`config.mk`:
```
export PLATFORM = sky130hd
export DESIGN_NAME = dcsm_word_map
export DESIGN_NICKNAME = d
export VERILOG_FILES = /design/src/dcsm_pkg.sv /design/src/dcsm_word_map.sv
export VERILOG_INCLUDE_DIRS = /design/src
export SDC_FILE = /design/constraint.sdc
export NUM_CORES = 2
export LEC_CHECK = 0
export ABC_CLOCK_PERIOD_IN_PS = 204900
export CAP_MARGIN = 30
export CORE_UTILIZATION = 47
export CTS_CLUSTER_SIZE = 10
export DETAILED_ROUTE_END_ITERATION = 10
export DONT_BUFFER_PORTS = 1
export MAX_ROUTING_LAYER = met4
export SLEW_MARGIN = 20
export SYNTH_ARGS = -nofsm -noshare
export SYNTH_HDL_FRONTEND = slang
export SYNTH_SLANG_ARGS = --single-unit
```
`constraint.sdc`:
```
create_clock -name I_REF_CLK -period 204.9 [get_ports I_REF_CLK]
set_input_delay 30.735 -clock I_REF_CLK [delete_from_list [all_inputs] [get_ports I_REF_CLK]]
set_output_delay 30.735 -clock I_REF_CLK [all_outputs]
set_load 0.02 [all_outputs]
```
`src/dcsm_map.svh`:
```
// register offsets, field positions, reset values and timing counts of the drive word map
// Summary of operation
// - status bit 08 is one while actual speed equals the active reference.
// - status bit 09 clear and serial control refused under local key or mode.
// - status bit 10 clear when output frequency reaches the low or high limit.
// - status bit 11 set on start command or output frequency above zero.
// - status bit 13 set when link voltage is below or above its band.
// - status bit 14 set above current limit; trip after configured time there.
// - status bit 15 set on motor, converter or thermistor overtemperature.
// - fast I/O layout puts raw input levels into bits 05, 12 to 15.
// - input change reaches the fast I/O status word within about ten milliseconds.
// - alternative profile ramps to stop if control bit 00, 01 or 02 is zero.
// - relay energises at zero output frequency after an alternative-profile stop.
// - control bit 08 selects bus jog frequency one, bit 09 jog two in the alternative profile.
// - in the alternative profile control bit 11 lowers, bit 12 raises the reference by the offset.
// - with bits 11 and 12 both one only the reduction applies.
// - alternative status bit 00 set only when bits 00-02 one and ready.
// - alternative status bit 02 set only when bits 00-03 one, no trip.
// - alternative status bits 04 and 05 are inverted control bits 01 and 02.
// - start-disable bit 06 set on trip reset, OFF2/OFF3, power-up; cleared specially.
// - speed reference is signed 16 bit, 16384 is 100 percent of span.
// - a negative reference reverses rotation with the same magnitude scaling.
// - output frequency reported signed, 16384 is 100 percent of limit span.
// - a control word with data-valid bit 10 at zero is ignored whole.
// - a trip resets only on a rising edge of control bit 07.
`ifndef DCSM_MAP_SVH
`define DCSM_MAP_SVH
// ****************************************************************
// register word offsets (byte address bits 7 to 2)
// ****************************************************************
`define DCSM_OFS_CTRL      6'h00
`define DCSM_OFS_STATUS    6'h01
`define DCSM_OFS_SPEED_REF 6'h02
`define DCSM_OFS_OUT_FREQ  6'h03
`define DCSM_OFS_CONFIG    6'h04
`define DCSM_OFS_JOG1      6'h05
`define DCSM_OFS_JOG2      6'h06
`define DCSM_OFS_OFFSET    6'h07
`define DCSM_OFS_FREQ_LOW  6'h08
`define DCSM_OFS_FREQ_HIGH 6'h09
`define DCSM_OFS_REF_MIN   6'h0A
`define DCSM_OFS_REF_MAX   6'h0B
`define DCSM_OFS_CUR_LIM   6'h0C
`define DCSM_OFS_TRIP_TIME 6'h0D
`define DCSM_OFS_CMD       6'h0E
// ****************************************************************
// field positions and values
// ****************************************************************
`define DCSM_CW_VALID      10
`define DCSM_CW_RESET      7
`define DCSM_CFG_RELAY     2
`define DCSM_SCALE_FULL    17'h04000
`define DCSM_SCALE_MAX     16'h7FFF
`define DCSM_CFG_RST       3'h1
`define DCSM_TRIP_TIME_RST 16'h03E8
`define DCSM_CUR_LIM_RST   16'hFFFF
// ****************************************************************
// timing
// ****************************************************************
`define DCSM_CLK_NS        100
`define DCSM_DIN_RESP_NS   10000000
`define DCSM_DIN_RESP_CYC  (`DCSM_DIN_RESP_NS / `DCSM_CLK_NS)
`endif

```
`src/dcsm_pkg.sv`:
```
// types shared by the drive control and status word map
package dcsm_pkg;
  typedef enum logic [1:0] {
    DCSM_PROF_ALT,
    DCSM_PROF_STD,
    DCSM_PROF_FASTIO,
    DCSM_PROF_RSVD
  } dcsm_prof_t;

  // drive core state, same clock domain
  typedef struct packed {
    logic ready;
    logic drive_ready;
    logic trip_ext;
    logic trip_lock;
    logic at_speed;
    logic volt_low;
    logic volt_high;
    logic temp_motor;
    logic temp_conv;
    logic thermistor;
    logic local_key;
    logic local_mode;
  } dcsm_drv_t;

  // decoded drive commands
  typedef struct packed {
    logic       start;
    logic       ramp_stop;
    logic       coast;
    logic       quick_stop;
    logic       dc_brake;
    logic       freeze;
    logic       reverse;
    logic       jog1;
    logic       jog2;
    logic       ramp2;
    logic [1:0] setup;
    logic       trip;
  } dcsm_cmd_t;
endpackage : dcsm_pkg

```
`src/dcsm_word_map.sv`:
```
// control word decoder and status word builder with a wishbone register slave
//
// The Wishbone interface to the registers and the register addresses were left to the implementer.
`timescale 1ns/100ps
`default_nettype none
`include "dcsm_map.svh"
module dcsm_word_map (
  // clock and reset
  input  wire logic                I_REF_CLK,
  input  wire logic                I_RST_B,
  // wishbone slave
  input  wire logic                I_WB_CYC,
  input  wire logic                I_WB_STB,
  input  wire logic                I_WB_WE,
  input  wire logic [7:0]          I_WB_ADR,
  input  wire logic [3:0]          I_WB_SEL,
  input  wire logic [31:0]         I_WB_DAT,
  output var  logic [31:0]         O_WB_DAT,
  output logic                     O_WB_ACK,
  // drive core
  input  wire dcsm_pkg::dcsm_drv_t I_DRV,
  input  wire logic [15:0]         I_OUT_FREQ,
  input  wire logic                I_OUT_NEG,
  input  wire logic [15:0]         I_OUT_CURRENT,
  // digital input pins
  input  wire logic [4:0]          I_DIN,
  // drive commands
  output var  dcsm_pkg::dcsm_cmd_t O_CMD,
  output var  logic [15:0]         O_FREQ_CMD,
  output var  logic                O_RELAY
);
  // ****************************************************************
  // functions
  // ****************************************************************
  // magnitude in hz to signed word, 16384 is the full span
  function automatic logic [15:0] span_scale(input logic [15:0] f, input logic [15:0] lo,
                                             input logic [15:0] hi);
    logic [31:0] num;
    logic [31:0] q;
    num = 32'h0;
    q   = 32'h0;
    if (hi > lo) begin
      num = (f > lo) ? ({16'h0, f - lo} << 14) : 32'h0;
      q   = num / {16'h0, hi - lo};
    end
    span_scale = (q > {16'h0, `DCSM_SCALE_MAX}) ? `DCSM_SCALE_MAX : q[15:0];
  endfunction : span_scale

  function automatic logic [15:0] neg16(input logic [15:0] v);
    neg16 = (~v) + 16'h0001;
  endfunction : neg16

  // ****************************************************************
  // register bus decode
  // ****************************************************************
  logic [15:0] ctrl_word;
  logic [15:0] speed_ref;
  logic [2:0]  cfg;
  logic [15:0] jog1_freq;
  logic [15:0] jog2_freq;
  logic [15:0] ref_offset;
  logic [15:0] freq_low;
  logic [15:0] freq_high;
  logic [15:0] ref_min;
  logic [15:0] ref_max;
  logic [15:0] current_limit_setting;
  logic [15:0] trip_time;
  logic [15:0] status_word;
  logic [15:0] out_freq_word;

  wire         bus_req  = I_WB_CYC & I_WB_STB & ~O_WB_ACK;
  wire         bus_wr   = bus_req & I_WB_WE;
  wire [5:0]   reg_idx  = I_WB_ADR[7:2];
  wire [15:0]  wr_data  = I_WB_DAT[15:0];
  wire         wr_lanes = I_WB_SEL[1] & I_WB_SEL[0];
  wire         wr_ok    = bus_wr & wr_lanes;
  wire         wr_ctrl  = wr_ok & (reg_idx == `DCSM_OFS_CTRL);
  wire         wr_ref   = wr_ok & (reg_idx == `DCSM_OFS_SPEED_REF);
  wire         serial_ok = ~I_DRV.local_key & ~I_DRV.local_mode;
  wire         ctrl_take = wr_ctrl & wr_data[`DCSM_CW_VALID] & serial_ok;
  wire         ref_take  = wr_ref & serial_ok;
  dcsm_pkg::dcsm_prof_t prof;
  assign prof = dcsm_pkg::dcsm_prof_t'(cfg[1:0]);
  wire         relay_fn = cfg[`DCSM_CFG_RELAY];

  logic [15:0] rd_mux;
  dcsm_pkg::dcsm_cmd_t next_cmd;
  always_comb begin
    case (reg_idx)
      `DCSM_OFS_CTRL:      rd_mux = ctrl_word;
      `DCSM_OFS_STATUS:    rd_mux = status_word;
      `DCSM_OFS_SPEED_REF: rd_mux = speed_ref;
      `DCSM_OFS_OUT_FREQ:  rd_mux = out_freq_word;
      `DCSM_OFS_CONFIG:    rd_mux = {13'h0, cfg};
      `DCSM_OFS_JOG1:      rd_mux = jog1_freq;
      `DCSM_OFS_JOG2:      rd_mux = jog2_freq;
      `DCSM_OFS_OFFSET:    rd_mux = ref_offset;
      `DCSM_OFS_FREQ_LOW:  rd_mux = freq_low;
      `DCSM_OFS_FREQ_HIGH: rd_mux = freq_high;
      `DCSM_OFS_REF_MIN:   rd_mux = ref_min;
      `DCSM_OFS_REF_MAX:   rd_mux = ref_max;
      `DCSM_OFS_CUR_LIM:   rd_mux = current_limit_setting;
      `DCSM_OFS_TRIP_TIME: rd_mux = trip_time;
      `DCSM_OFS_CMD:       rd_mux = {3'h0, O_CMD};
      default:             rd_mux = 16'h0000;
    endcase
  end

  // unmapped addresses ack with zero data, writes there are dropped
  always_ff @(posedge I_REF_CLK or negedge I_RST_B) begin
    if (!I_RST_B) begin
      O_WB_ACK <= 1'b0;
      O_WB_DAT <= 32'h0;
    end else begin
      O_WB_ACK <= bus_req;
      O_WB_DAT <= bus_req ? {16'h0, rd_mux} : 32'h0;
    end
  end

  always_ff @(posedge I_REF_CLK or negedge I_RST_B) begin
    if (!I_RST_B) begin
      ctrl_word             <= 16'h0000;
      speed_ref             <= 16'h0000;
      cfg                   <= `DCSM_CFG_RST;
      jog1_freq             <= 16'h0000;
      jog2_freq             <= 16'h0000;
      ref_offset            <= 16'h0000;
      freq_low              <= 16'h0000;
      freq_high             <= 16'h0000;
      ref_min               <= 16'h0000;
      ref_max               <= 16'h0000;
      current_limit_setting <= `DCSM_CUR_LIM_RST;
      trip_time             <= `DCSM_TRIP_TIME_RST;
    end else begin
      if (ctrl_take) ctrl_word <= wr_data;
      if (ref_take) speed_ref <= wr_data;
      if (wr_ok) begin
        case (reg_idx)
          `DCSM_OFS_CONFIG:    cfg                   <= wr_data[2:0];
          `DCSM_OFS_JOG1:      jog1_freq             <= wr_data;
          `DCSM_OFS_JOG2:      jog2_freq             <= wr_data;
          `DCSM_OFS_OFFSET:    ref_offset            <= wr_data;
          `DCSM_OFS_FREQ_LOW:  freq_low              <= wr_data;
          `DCSM_OFS_FREQ_HIGH: freq_high             <= wr_data;
          `DCSM_OFS_REF_MIN:   ref_min               <= wr_data;
          `DCSM_OFS_REF_MAX:   ref_max               <= wr_data;
          `DCSM_OFS_CUR_LIM:   current_limit_setting <= wr_data;
          `DCSM_OFS_TRIP_TIME: trip_time             <= wr_data;
          default:             trip_time             <= trip_time;
        endcase
      end
    end
  end

  // ****************************************************************
  // digital input synchroniser
  // ****************************************************************
  logic [4:0] din_meta;
  logic [4:0] din_sync;
  // two cycles, far inside the response time
  always_ff @(posedge I_REF_CLK or negedge I_RST_B) begin
    if (!I_RST_B) begin
      din_meta <= 5'h00;
      din_sync <= 5'h00;
    end else begin
      din_meta <= I_DIN;
      din_sync <= din_meta;
    end
  end

  // ****************************************************************
  // trip, current limit and start disable
  // ****************************************************************
  logic        trip;
  logic        start_dis;
  logic        stop_seen;
  logic [15:0] lim_cnt;
  wire         alt      = (prof == dcsm_pkg::DCSM_PROF_ALT);
  wire         over_cur = I_OUT_CURRENT > current_limit_setting;
  // rising edge only, compared with the previous accepted word
  wire         trip_rst = ctrl_take & wr_data[`DCSM_CW_RESET] & ~ctrl_word[`DCSM_CW_RESET];
  wire         cur_trip = over_cur & (lim_cnt >= trip_time);
  wire         off23    = ~ctrl_word[1] | ~ctrl_word[2];
  wire         sd_clear = ~ctrl_word[0] & ctrl_word[1] & ctrl_word[2] & ctrl_word[10];
  wire         freq_zero = (I_OUT_FREQ == 16'h0000);

  always_ff @(posedge I_REF_CLK or negedge I_RST_B) begin
    if (!I_RST_B) begin
      lim_cnt <= 16'h0000;
    end else begin
      lim_cnt <= over_cur ? ((lim_cnt == 16'hFFFF) ? lim_cnt : lim_cnt + 16'h0001) : 16'h0000;
    end
  end

  // a trip event in the reset cycle wins over the reset
  always_ff @(posedge I_REF_CLK or negedge I_RST_B) begin
    if (!I_RST_B) begin
      trip <= 1'b0;
    end else if (I_DRV.trip_ext | cur_trip) begin
      trip <= 1'b1;
    end else if (trip_rst & ~I_DRV.trip_lock) begin
      trip <= 1'b0;
    end
  end

  // power-up sets it, set wins over clear
  always_ff @(posedge I_REF_CLK or negedge I_RST_B) begin
    if (!I_RST_B) begin
      start_dis <= 1'b1;
    end else if (trip_rst | off23) begin
      start_dis <= 1'b1;
    end else if (sd_clear) begin
      start_dis <= 1'b0;
    end
  end

  // remember the stop until a start
  always_ff @(posedge I_REF_CLK or negedge I_RST_B) begin
    if (!I_RST_B) begin
      stop_seen <= 1'b0;
    end else if (alt & ~(&ctrl_word[2:0])) begin
      stop_seen <= 1'b1;
    end else if (next_cmd.start) begin
      stop_seen <= 1'b0;
    end
  end

  // ****************************************************************
  // command decode
  // ****************************************************************
  // alternative profile ramp stop on any OFF
  wire         on123   = &ctrl_word[2:0];
  wire         can_run = serial_ok & ~trip & ctrl_word[3] & ctrl_word[6];
  // same profile for decode and status
  always_comb begin
    next_cmd            = '0;
    next_cmd.coast      = ~ctrl_word[3];
    next_cmd.quick_stop = ~ctrl_word[4];
    next_cmd.freeze     = ~ctrl_word[5];
    next_cmd.ramp2      = ctrl_word[9];
    next_cmd.setup      = ctrl_word[14:13];
    next_cmd.trip       = trip;
    next_cmd.jog1       = ctrl_word[8];
    if (alt) begin
      next_cmd.start     = can_run & on123 & ~start_dis;
      next_cmd.ramp_stop = ~on123 | ~ctrl_word[6];
      next_cmd.jog2      = ctrl_word[9];
      next_cmd.ramp2     = 1'b0;
    end else begin
      next_cmd.start     = can_run & ctrl_word[2] & ctrl_word[4];
      next_cmd.ramp_stop = ~ctrl_word[6];
      next_cmd.dc_brake  = ~ctrl_word[2];
    end
    next_cmd.reverse = ctrl_word[15] | speed_ref[15];
  end

  // ****************************************************************
  // reference and frequency scaling
  // ****************************************************************
  // signed magnitude, -32768 clamps to 7FFF
  wire [15:0] ref_abs  = speed_ref[15] ? neg16(speed_ref) : speed_ref;
  wire [15:0] ref_mag  = ref_abs[15] ? `DCSM_SCALE_MAX : ref_abs;
  wire [16:0] ref_up   = {1'b0, ref_mag} + {1'b0, ref_offset};
  wire [15:0] ref_adj  = (alt & ctrl_word[11]) ? ((ref_mag > ref_offset) ? ref_mag - ref_offset : 16'h0000) :
                         (alt & ctrl_word[12]) ? ((ref_up > {1'b0, `DCSM_SCALE_MAX}) ? `DCSM_SCALE_MAX
                                                                                     : ref_up[15:0]) :
                         ref_mag;
  wire [15:0] ref_span = (ref_max > ref_min) ? ref_max - ref_min : 16'h0000;
  wire [31:0] ref_prod = {16'h0, ref_adj} * {16'h0, ref_span};
  wire [31:0] ref_hz   = {16'h0, ref_min} + (ref_prod >> 14);
  wire [15:0] ref_freq = (ref_hz[31:16] != 16'h0) ? 16'hFFFF : ref_hz[15:0];
  wire [15:0] next_freq_cmd = next_cmd.jog1 ? jog1_freq :
                              next_cmd.jog2 ? jog2_freq : ref_freq;
  // limit span scaling, sign from direction
  wire [15:0] out_mag  = span_scale(I_OUT_FREQ, freq_low, freq_high);
  wire [15:0] next_out_word = I_OUT_NEG ? neg16(out_mag) : out_mag;

  // ****************************************************************
  // status word
  // ****************************************************************
  // inside the limits
  wire in_band = (I_OUT_FREQ > freq_low) & (I_OUT_FREQ < freq_high);
  wire running = next_cmd.start | ~freq_zero;
  wire warn    = I_DRV.volt_low | I_DRV.volt_high | over_cur | I_DRV.temp_motor | I_DRV.temp_conv |
                 I_DRV.thermistor;
  logic [15:0] next_status;
  always_comb begin
    next_status     = 16'h0000;
    next_status[0]  = I_DRV.ready;
    next_status[1]  = I_DRV.drive_ready;
    next_status[2]  = ctrl_word[3];
    next_status[3]  = trip;
    next_status[6]  = I_DRV.trip_lock;
    next_status[7]  = warn;
    next_status[8]  = I_DRV.at_speed;
    next_status[9]  = serial_ok;
    next_status[10] = in_band;
    next_status[11] = running;
    next_status[13] = I_DRV.volt_low | I_DRV.volt_high;
    next_status[14] = over_cur;
    next_status[15] = I_DRV.temp_motor | I_DRV.temp_conv | I_DRV.thermistor;
    case (prof)
      dcsm_pkg::DCSM_PROF_FASTIO: begin
        next_status[5]  = din_sync[0];
        next_status[12] = din_sync[1];
        next_status[13] = din_sync[2];
        next_status[14] = din_sync[3];
        next_status[15] = din_sync[4];
      end
      dcsm_pkg::DCSM_PROF_ALT: begin
        next_status[0] = I_DRV.ready & on123;
        next_status[2] = on123 & ctrl_word[3] & ~trip;
        next_status[4] = ~ctrl_word[1];
        next_status[5] = ~ctrl_word[2];
        next_status[6] = start_dis;
      end
      default: next_status[4] = 1'b0;
    endcase
  end

  // ****************************************************************
  // output registers
  // ****************************************************************
  always_ff @(posedge I_REF_CLK or negedge I_RST_B) begin
    if (!I_RST_B) begin
      status_word   <= 16'h0000;
      out_freq_word <= 16'h0000;
      O_CMD         <= '0;
      O_FREQ_CMD    <= 16'h0000;
      O_RELAY       <= 1'b0;
    end else begin
      status_word   <= next_status;
      out_freq_word <= next_out_word;
      O_CMD         <= next_cmd;
      O_FREQ_CMD    <= next_freq_cmd;
      O_RELAY       <= relay_fn & alt & stop_seen & freq_zero;
    end
  end
endmodule : dcsm_word_map
`default_nettype wire

```
* After elaboration in Yosys (flattened, before gate mapping)
Index checks and enable logic that the tools add are counted.
Storage, ports and cells: output and inout port bits 63, flip-flop bits (word level) 287, logic and storage cells 190
Cells by class: bitwise gates (word level) 66, add/sub/neg operators 9, reductions and logical operators 18, order comparisons 9, $mul 1, divide/modulo/power cells 1, equal/unequal tests 17, muxes and demuxes 33
Operators by type and width (number):
- case mux 16 bit (15 select lines) | 1
- 2-to-1 mux 16 bit | 14
- greater-than comparator 16 bit | 4
- adder 16 x 1 -> 16 bit (second input constant) | 3
- subtractor 16 bit | 3
- == test 6 x 4 -> 1 bit (second input constant) | 7
- AND 1 bit | 35
- divider 32 x 16 -> 32 bit | 1
- greater-than comparator 32 x 15 -> 1 bit (second input constant) | 1
- multiplier 16 x 16 -> 32 bit | 1
- 2-to-1 mux 32 bit | 1
- NOT 16 bit | 2
- 2-to-1 mux 30 bit | 1
- == test 6 x 3 -> 1 bit (second input constant) | 4
- AND reduction 2 bit | 10
- adder 16 x 18 -> 19 bit | 1
- adder 15 x 16 -> 17 bit | 1
- greater-than comparator 17 x 15 -> 1 bit (second input constant) | 1
- == test 16 bit (second input constant) | 1
- greater-or-equal comparator 16 bit | 1
- greater-than comparator 15 x 16 -> 1 bit | 1
- logical NOT 16 bit | 1
- < comparator 16 bit | 1
- NOT 1 bit | 16
- 16 further kinds | 42

* Depth between registers and ports, before layout
word-level depth 15, depth in mapped cells 514, gate-level depth less buffers 477

* Least setup slack after synthesis
Ideal clock, no wire load.
path type in2reg, start point in I_OUT_FREQ[0], end point reg out_freq_word[14], library setup time 0.122 ns, slack 85.481 ns, data required time 204.778 ns, arrival 119.297 ns, stages 487, path through inv_1 -> ha_1 -> fa_1 -> nand2b_1 -> a21oi_1 -> o21bai_1 -> a31oi_1 -> o21a_1 -> and2_1 -> ha_1 -> o21a_1 -> o21ai_0 -> nand2_1 -> nand2_1 -> o21ai_0 -> o31ai_1 -> ha_1 -> o211ai_1 -> (+451 left out) -> ha_1 -> a21oi_1 -> nor2b_1 -> o21ai_0 -> nand2b_1 -> a2111oi_0 -> nand2_1 -> o41a_1 -> o32ai_1 -> nand3_1 -> o21ai_1 -> ha_1 -> nand4bb_1 -> a21oi_1 -> nand2_1 -> a21oi_1 -> o22ai_1 -> a32o_1
Between the ends: word-level cells in the longest chain between the ends 9, elaborated cells on any way between the ends 10, those cells by class add/sub (2); div (1); order compare (2); mux (4); bitwise (1)
Ends and longest elaborated chain:
- start: declaration | line dcsm_word_map.sv:22 | input wire logic [15:0] I_OUT_FREQ,
- subtractor 16 bit or greater-than comparator 16 bit (tied branches) | line dcsm_word_map.sv:43 | num = (f > lo) ? ({16'h0, f - lo} << 14) : 32'h0;
- 2-to-1 mux 30 bit (*) | line dcsm_word_map.sv:43
- divider 32 x 16 -> 32 bit (*) | line dcsm_word_map.sv:44 | q = num / {16'h0, hi - lo};
- 2-to-1 mux 32 bit (*) | line dcsm_word_map.sv:42 | if (hi > lo) begin
- greater-than comparator 32 x 15 -> 1 bit | line dcsm_word_map.sv:46 | span_scale = (q > {16'h0, `DCSM_SCALE_MAX}) ? `DCSM_SCALE_MAX : q[15:0];
- 2-to-1 mux 16 bit (*) | line dcsm_word_map.sv:46
- NOT 16 bit | line dcsm_word_map.sv:50 | neg16 = (~v) + 16'h0001;
- adder 16 x 1 -> 16 bit | line dcsm_word_map.sv:50
- 2-to-1 mux 16 bit (*) | line dcsm_word_map.sv:276 | wire [15:0] next_out_word = I_OUT_NEG ? neg16(out_mag) : out_mag;
- net next_out_word[14] | line dcsm_word_map.sv:276
- end signal: assignment | line dcsm_word_map.sv:333 | out_freq_word <= next_out_word;
- end: declaration | line dcsm_word_map.sv:69 | logic [15:0] out_freq_word;
The timed path passes the listed nets; every way through them passes the cells marked *. A chain may end at the register's enable or synchronous reset.

* Final worst setup path
Same ends and word-level chain as after synthesis.

==> impl_metrics.env <==
export IMPL_yosys_most_used_dff="dfrtp_1"
export IMPL_die_x_microns=333
export IMPL_reg2reg_to="out_freq_word[14]$_DFF_PN0_"
export IMPL_timing_fmax_ghz=0.00738
export IMPL_grt_pass1_vias=47500
export IMPL_root_buffer="clkbuf_16"
export IMPL_grt_pass1_wl_microns=269000
export IMPL_num_vias=49800
export IMPL_status="completed"
export IMPL_worst_pin_slew_ns=1.00
export IMPL_routabilityCongestion=1.02
export IMPL_clkTransAtPathRegs_ns=0.05
export IMPL_layout_setup_ws_ns=69.49
export IMPL_cts_setup_buffers=0
export IMPL_drive_above_1_share_pct=7.49
export IMPL_die_h_microns=333
export IMPL_cp_slowest_cell="a311o_1"
export IMPL_core_sq_um=109000
export IMPL_r2r_start="freq_low[0]$_DFFE_PN0P_"
export IMPL_hold_path_class="reg2reg"
export IMPL_slowest_delay_ns=0.84
export IMPL_stdcell_area_sq_um=54300
export IMPL_syn_area_sq_um=51600
export IMPL_netlist_instances=6700
export IMPL_yosysWarnings=0
export IMPL_fin_crit_sh_pct=66.1
export IMPL_worstSetupEndpointType="register"
export IMPL_avgRoutedWirePerCell_microns=21.4
export IMPL_cts_buffer_depth=3
export IMPL_cts_resized=0
export IMPL_setup_tns_final_ns=0
export IMPL_finalSetupViolCount=0
export IMPL_r2r_cells=459
export IMPL_synthToLayoutAreaGrowth_pct=5.29
export IMPL_initial_core_util_pct=47.4
export IMPL_fin_nets=7522
export IMPL_ys_async_sr_fraction_pct=100
export IMPL_row_count=121
export IMPL_place_ws_ns=70.57
export IMPL_grt_overflow_total=0
export IMPL_io_pins=162
export IMPL_crit_required_ns=205.29
export IMPL_cts_hold_buf=0
export IMPL_hpwl_microns=134000
export IMPL_first_iter_violations=4070
export IMPL_grt_max_degree=287
export IMPL_grt_total_usage_pct=31.0
export IMPL_clock_skew_ns=0.0198
export IMPL_tritoncts="done"
export IMPL_hold_path_end="din_sync[0]$_DFF_PN0_"
export IMPL_placed_area_sq_um=53300
export IMPL_ant_nets=0
export IMPL_cp_start_kind="input port"
export IMPL_synth_seq_cells=286
export IMPL_cts_buffers=35
export IMPL_hold_depth=0
export IMPL_worst_slew_margin_rel_pct=32.8
export IMPL_cts_sinks=286
export IMPL_slew_violations=0
export IMPL_min_delay_start="din_meta[0]$_DFF_PN0_"
export IMPL_firstDrtPassIters=9
export IMPL_antenna_found_initial=1
export IMPL_synth_cell_types=129
export IMPL_finalWirelength_microns=172000
export IMPL_port_buffers=0
export IMPL_dieArea_sq_um=111000
export IMPL_grt_setup_unrepaired="no"
export IMPL_min_period_ns=135.41
export IMPL_synth_edf_count=0
export IMPL_h_tree_depth=2
export IMPL_cpMostUsedCell="o21ai_0"
export IMPL_clkLatencyLatePin_ns=0.54
export IMPL_ys_seq_area_share_pct=13.9
export IMPL_reg2reg_setup_slack_ns=98.59
export IMPL_avgViaCountPerCell=6.20
export IMPL_syn_mean_instance_area_sq_um=7.70
export IMPL_critical_path_max_fanout=30
export IMPL_drv_cap=0
export IMPL_critPathKind="in2reg"
export IMPL_hold_viol_final=0
export IMPL_drc=0
export IMPL_cp_arrival_ns=135.80
==> cell usage after synthesis (all sizes together), types with 17 or more instances <==
cell type | count | area share (%)
mux2 | 178 | 3.9
a31oi | 63 | 0.76
a221o | 20 | 0.39
a221oi | 56 | 0.95
buf | 58 | 0.69
ha | 623 | 15
a21boi | 25 | 0.36
o21a | 121 | 1.8
o22ai | 35 | 0.42
nor2 | 557 | 4.1
a211oi | 43 | 0.70
dfrtp | 262 | 13
o211ai | 44 | 0.66
dfstp | 24 | 1.2
fa | 200 | 7.8
or4 | 18 | 0.28
o21ai | 449 | 4.4
nand4 | 90 | 1.1
nor4 | 49 | 0.67
inv | 563 | 4.1
xnor2 | 224 | 3.8
nor2b | 119 | 1.4
mux2i | 59 | 1.2
a211o | 18 | 0.31
or2 | 34 | 0.41
and3 | 55 | 0.67
nand2 | 697 | 5.1
and4 | 17 | 0.29
a22oi | 35 | 0.54
and2 | 68 | 0.82
clkbuf | 199 | 1.4
a21oi | 507 | 5.0
or3 | 49 | 0.60
nor3 | 188 | 1.8
o31ai | 59 | 0.89
a21o | 171 | 2.5
nand2b | 96 | 1.2
xor2 | 119 | 2.0
o21bai | 78 | 1.1
nand3 | 142 | 1.4
==> per-layer routing <==
metal  routed length [microns]  track usage, %  up-vias
met4                      5450            8.71        0
met1                     76600            40.7    24000
met5                         0               -        -
li1                          -               -    23900
met2                     79700            50.9     1579
met3                     10100            2.72      303
==> worst max path at each step <==
stage                  start                     endpoint  slack, ns  cells after the start
2_1_floorplan  I_OUT_FREQ[0]  out_freq_word[14]$_DFF_PN0_      85.48                    487
3_3_place_gp   I_OUT_FREQ[0]  out_freq_word[14]$_DFF_PN0_      71.64                    463
3_5_place_dp   I_OUT_FREQ[0]  out_freq_word[14]$_DFF_PN0_      70.57                    463
4_1_cts        I_OUT_FREQ[0]  out_freq_word[14]$_DFF_PN0_      70.69                    463
5_1_grt        I_OUT_FREQ[0]  out_freq_word[14]$_DFF_PN0_      59.91                    465
6_report       I_OUT_FREQ[0]  out_freq_word[14]$_DFF_PN0_      69.49                    463
==> critical path: cells and delay by family <==
| kind | cells | cell delay, ns |
|---|---|---|
| compound gates | 265 | 59.07 |
| mux | 3 | 1.19 |
| fa+ha+maj | 34 | 10.71 |
| buf+inv | 19 | 4.03 |
| simple gates | 142 | 29.66 |
==> placed cells by master, fill, tap and decap left out, types with 137 or more instances in the layout <==
cell,Yosys,routed
nand2_1,695,694
mux2_2,176,176
xnor2_1,224,221
a21oi_1,501,501
a21o_1,171,171
nor2_1,553,552
inv_1,562,562
nand3_1,137,137
ha_1,623,622
fa_1,200,200
nor3_1,187,168
dfrtp_1,262,262
o21ai_0,408,408
==> per-stage QoR <==
stage | util (%) | hold slack [ns] | cells
3_3_place_gp | 49.0 | 0.337 | 7975
6_report | 49.9 | 0.346 | 8035
2_1_floorplan | - | 0.331 | 6717
5_1_grt | 49.9 | 0.360 | 8033
3_5_place_dp | 49.0 | 0.335 | 7976
4_1_cts | 49.9 | 0.347 | 8032
==> logic make-up (layout without fill, tap and decap cells) <==
group,count (synthesis),in the layout,synth area share (%)
compound gates,1967,1967,25.3
xor+xnor,343,343,5.84
fa+ha+maj,823,823,22.9
buf+inv,821,723,6.24
flops,286,286,13.9
mux,240,240,5.20
other cells,1,20,0.00727
simple gates,2219,2219,20.6
==> area by class of cell <==
| cell class | instances | area [sq um] |
|---|---|---|
| fillers | 10800 | 54500 |
| multi-input cells | 5610 | 41500 |
| flip-flops and latches | 286 | 7190 |
| inverters | 564 | 2120 |
| well taps | 1414 | 1770 |
| clock buffers | 53 | 975 |
| repair buffers | 103 | 773 |
| clock inverters | 3 | 32.5 |
| diodes | 2 | 5.00 |
Power is not shown: default switching activity piles up to over one toggle a cycle in this logic, so the estimate is an artifact.
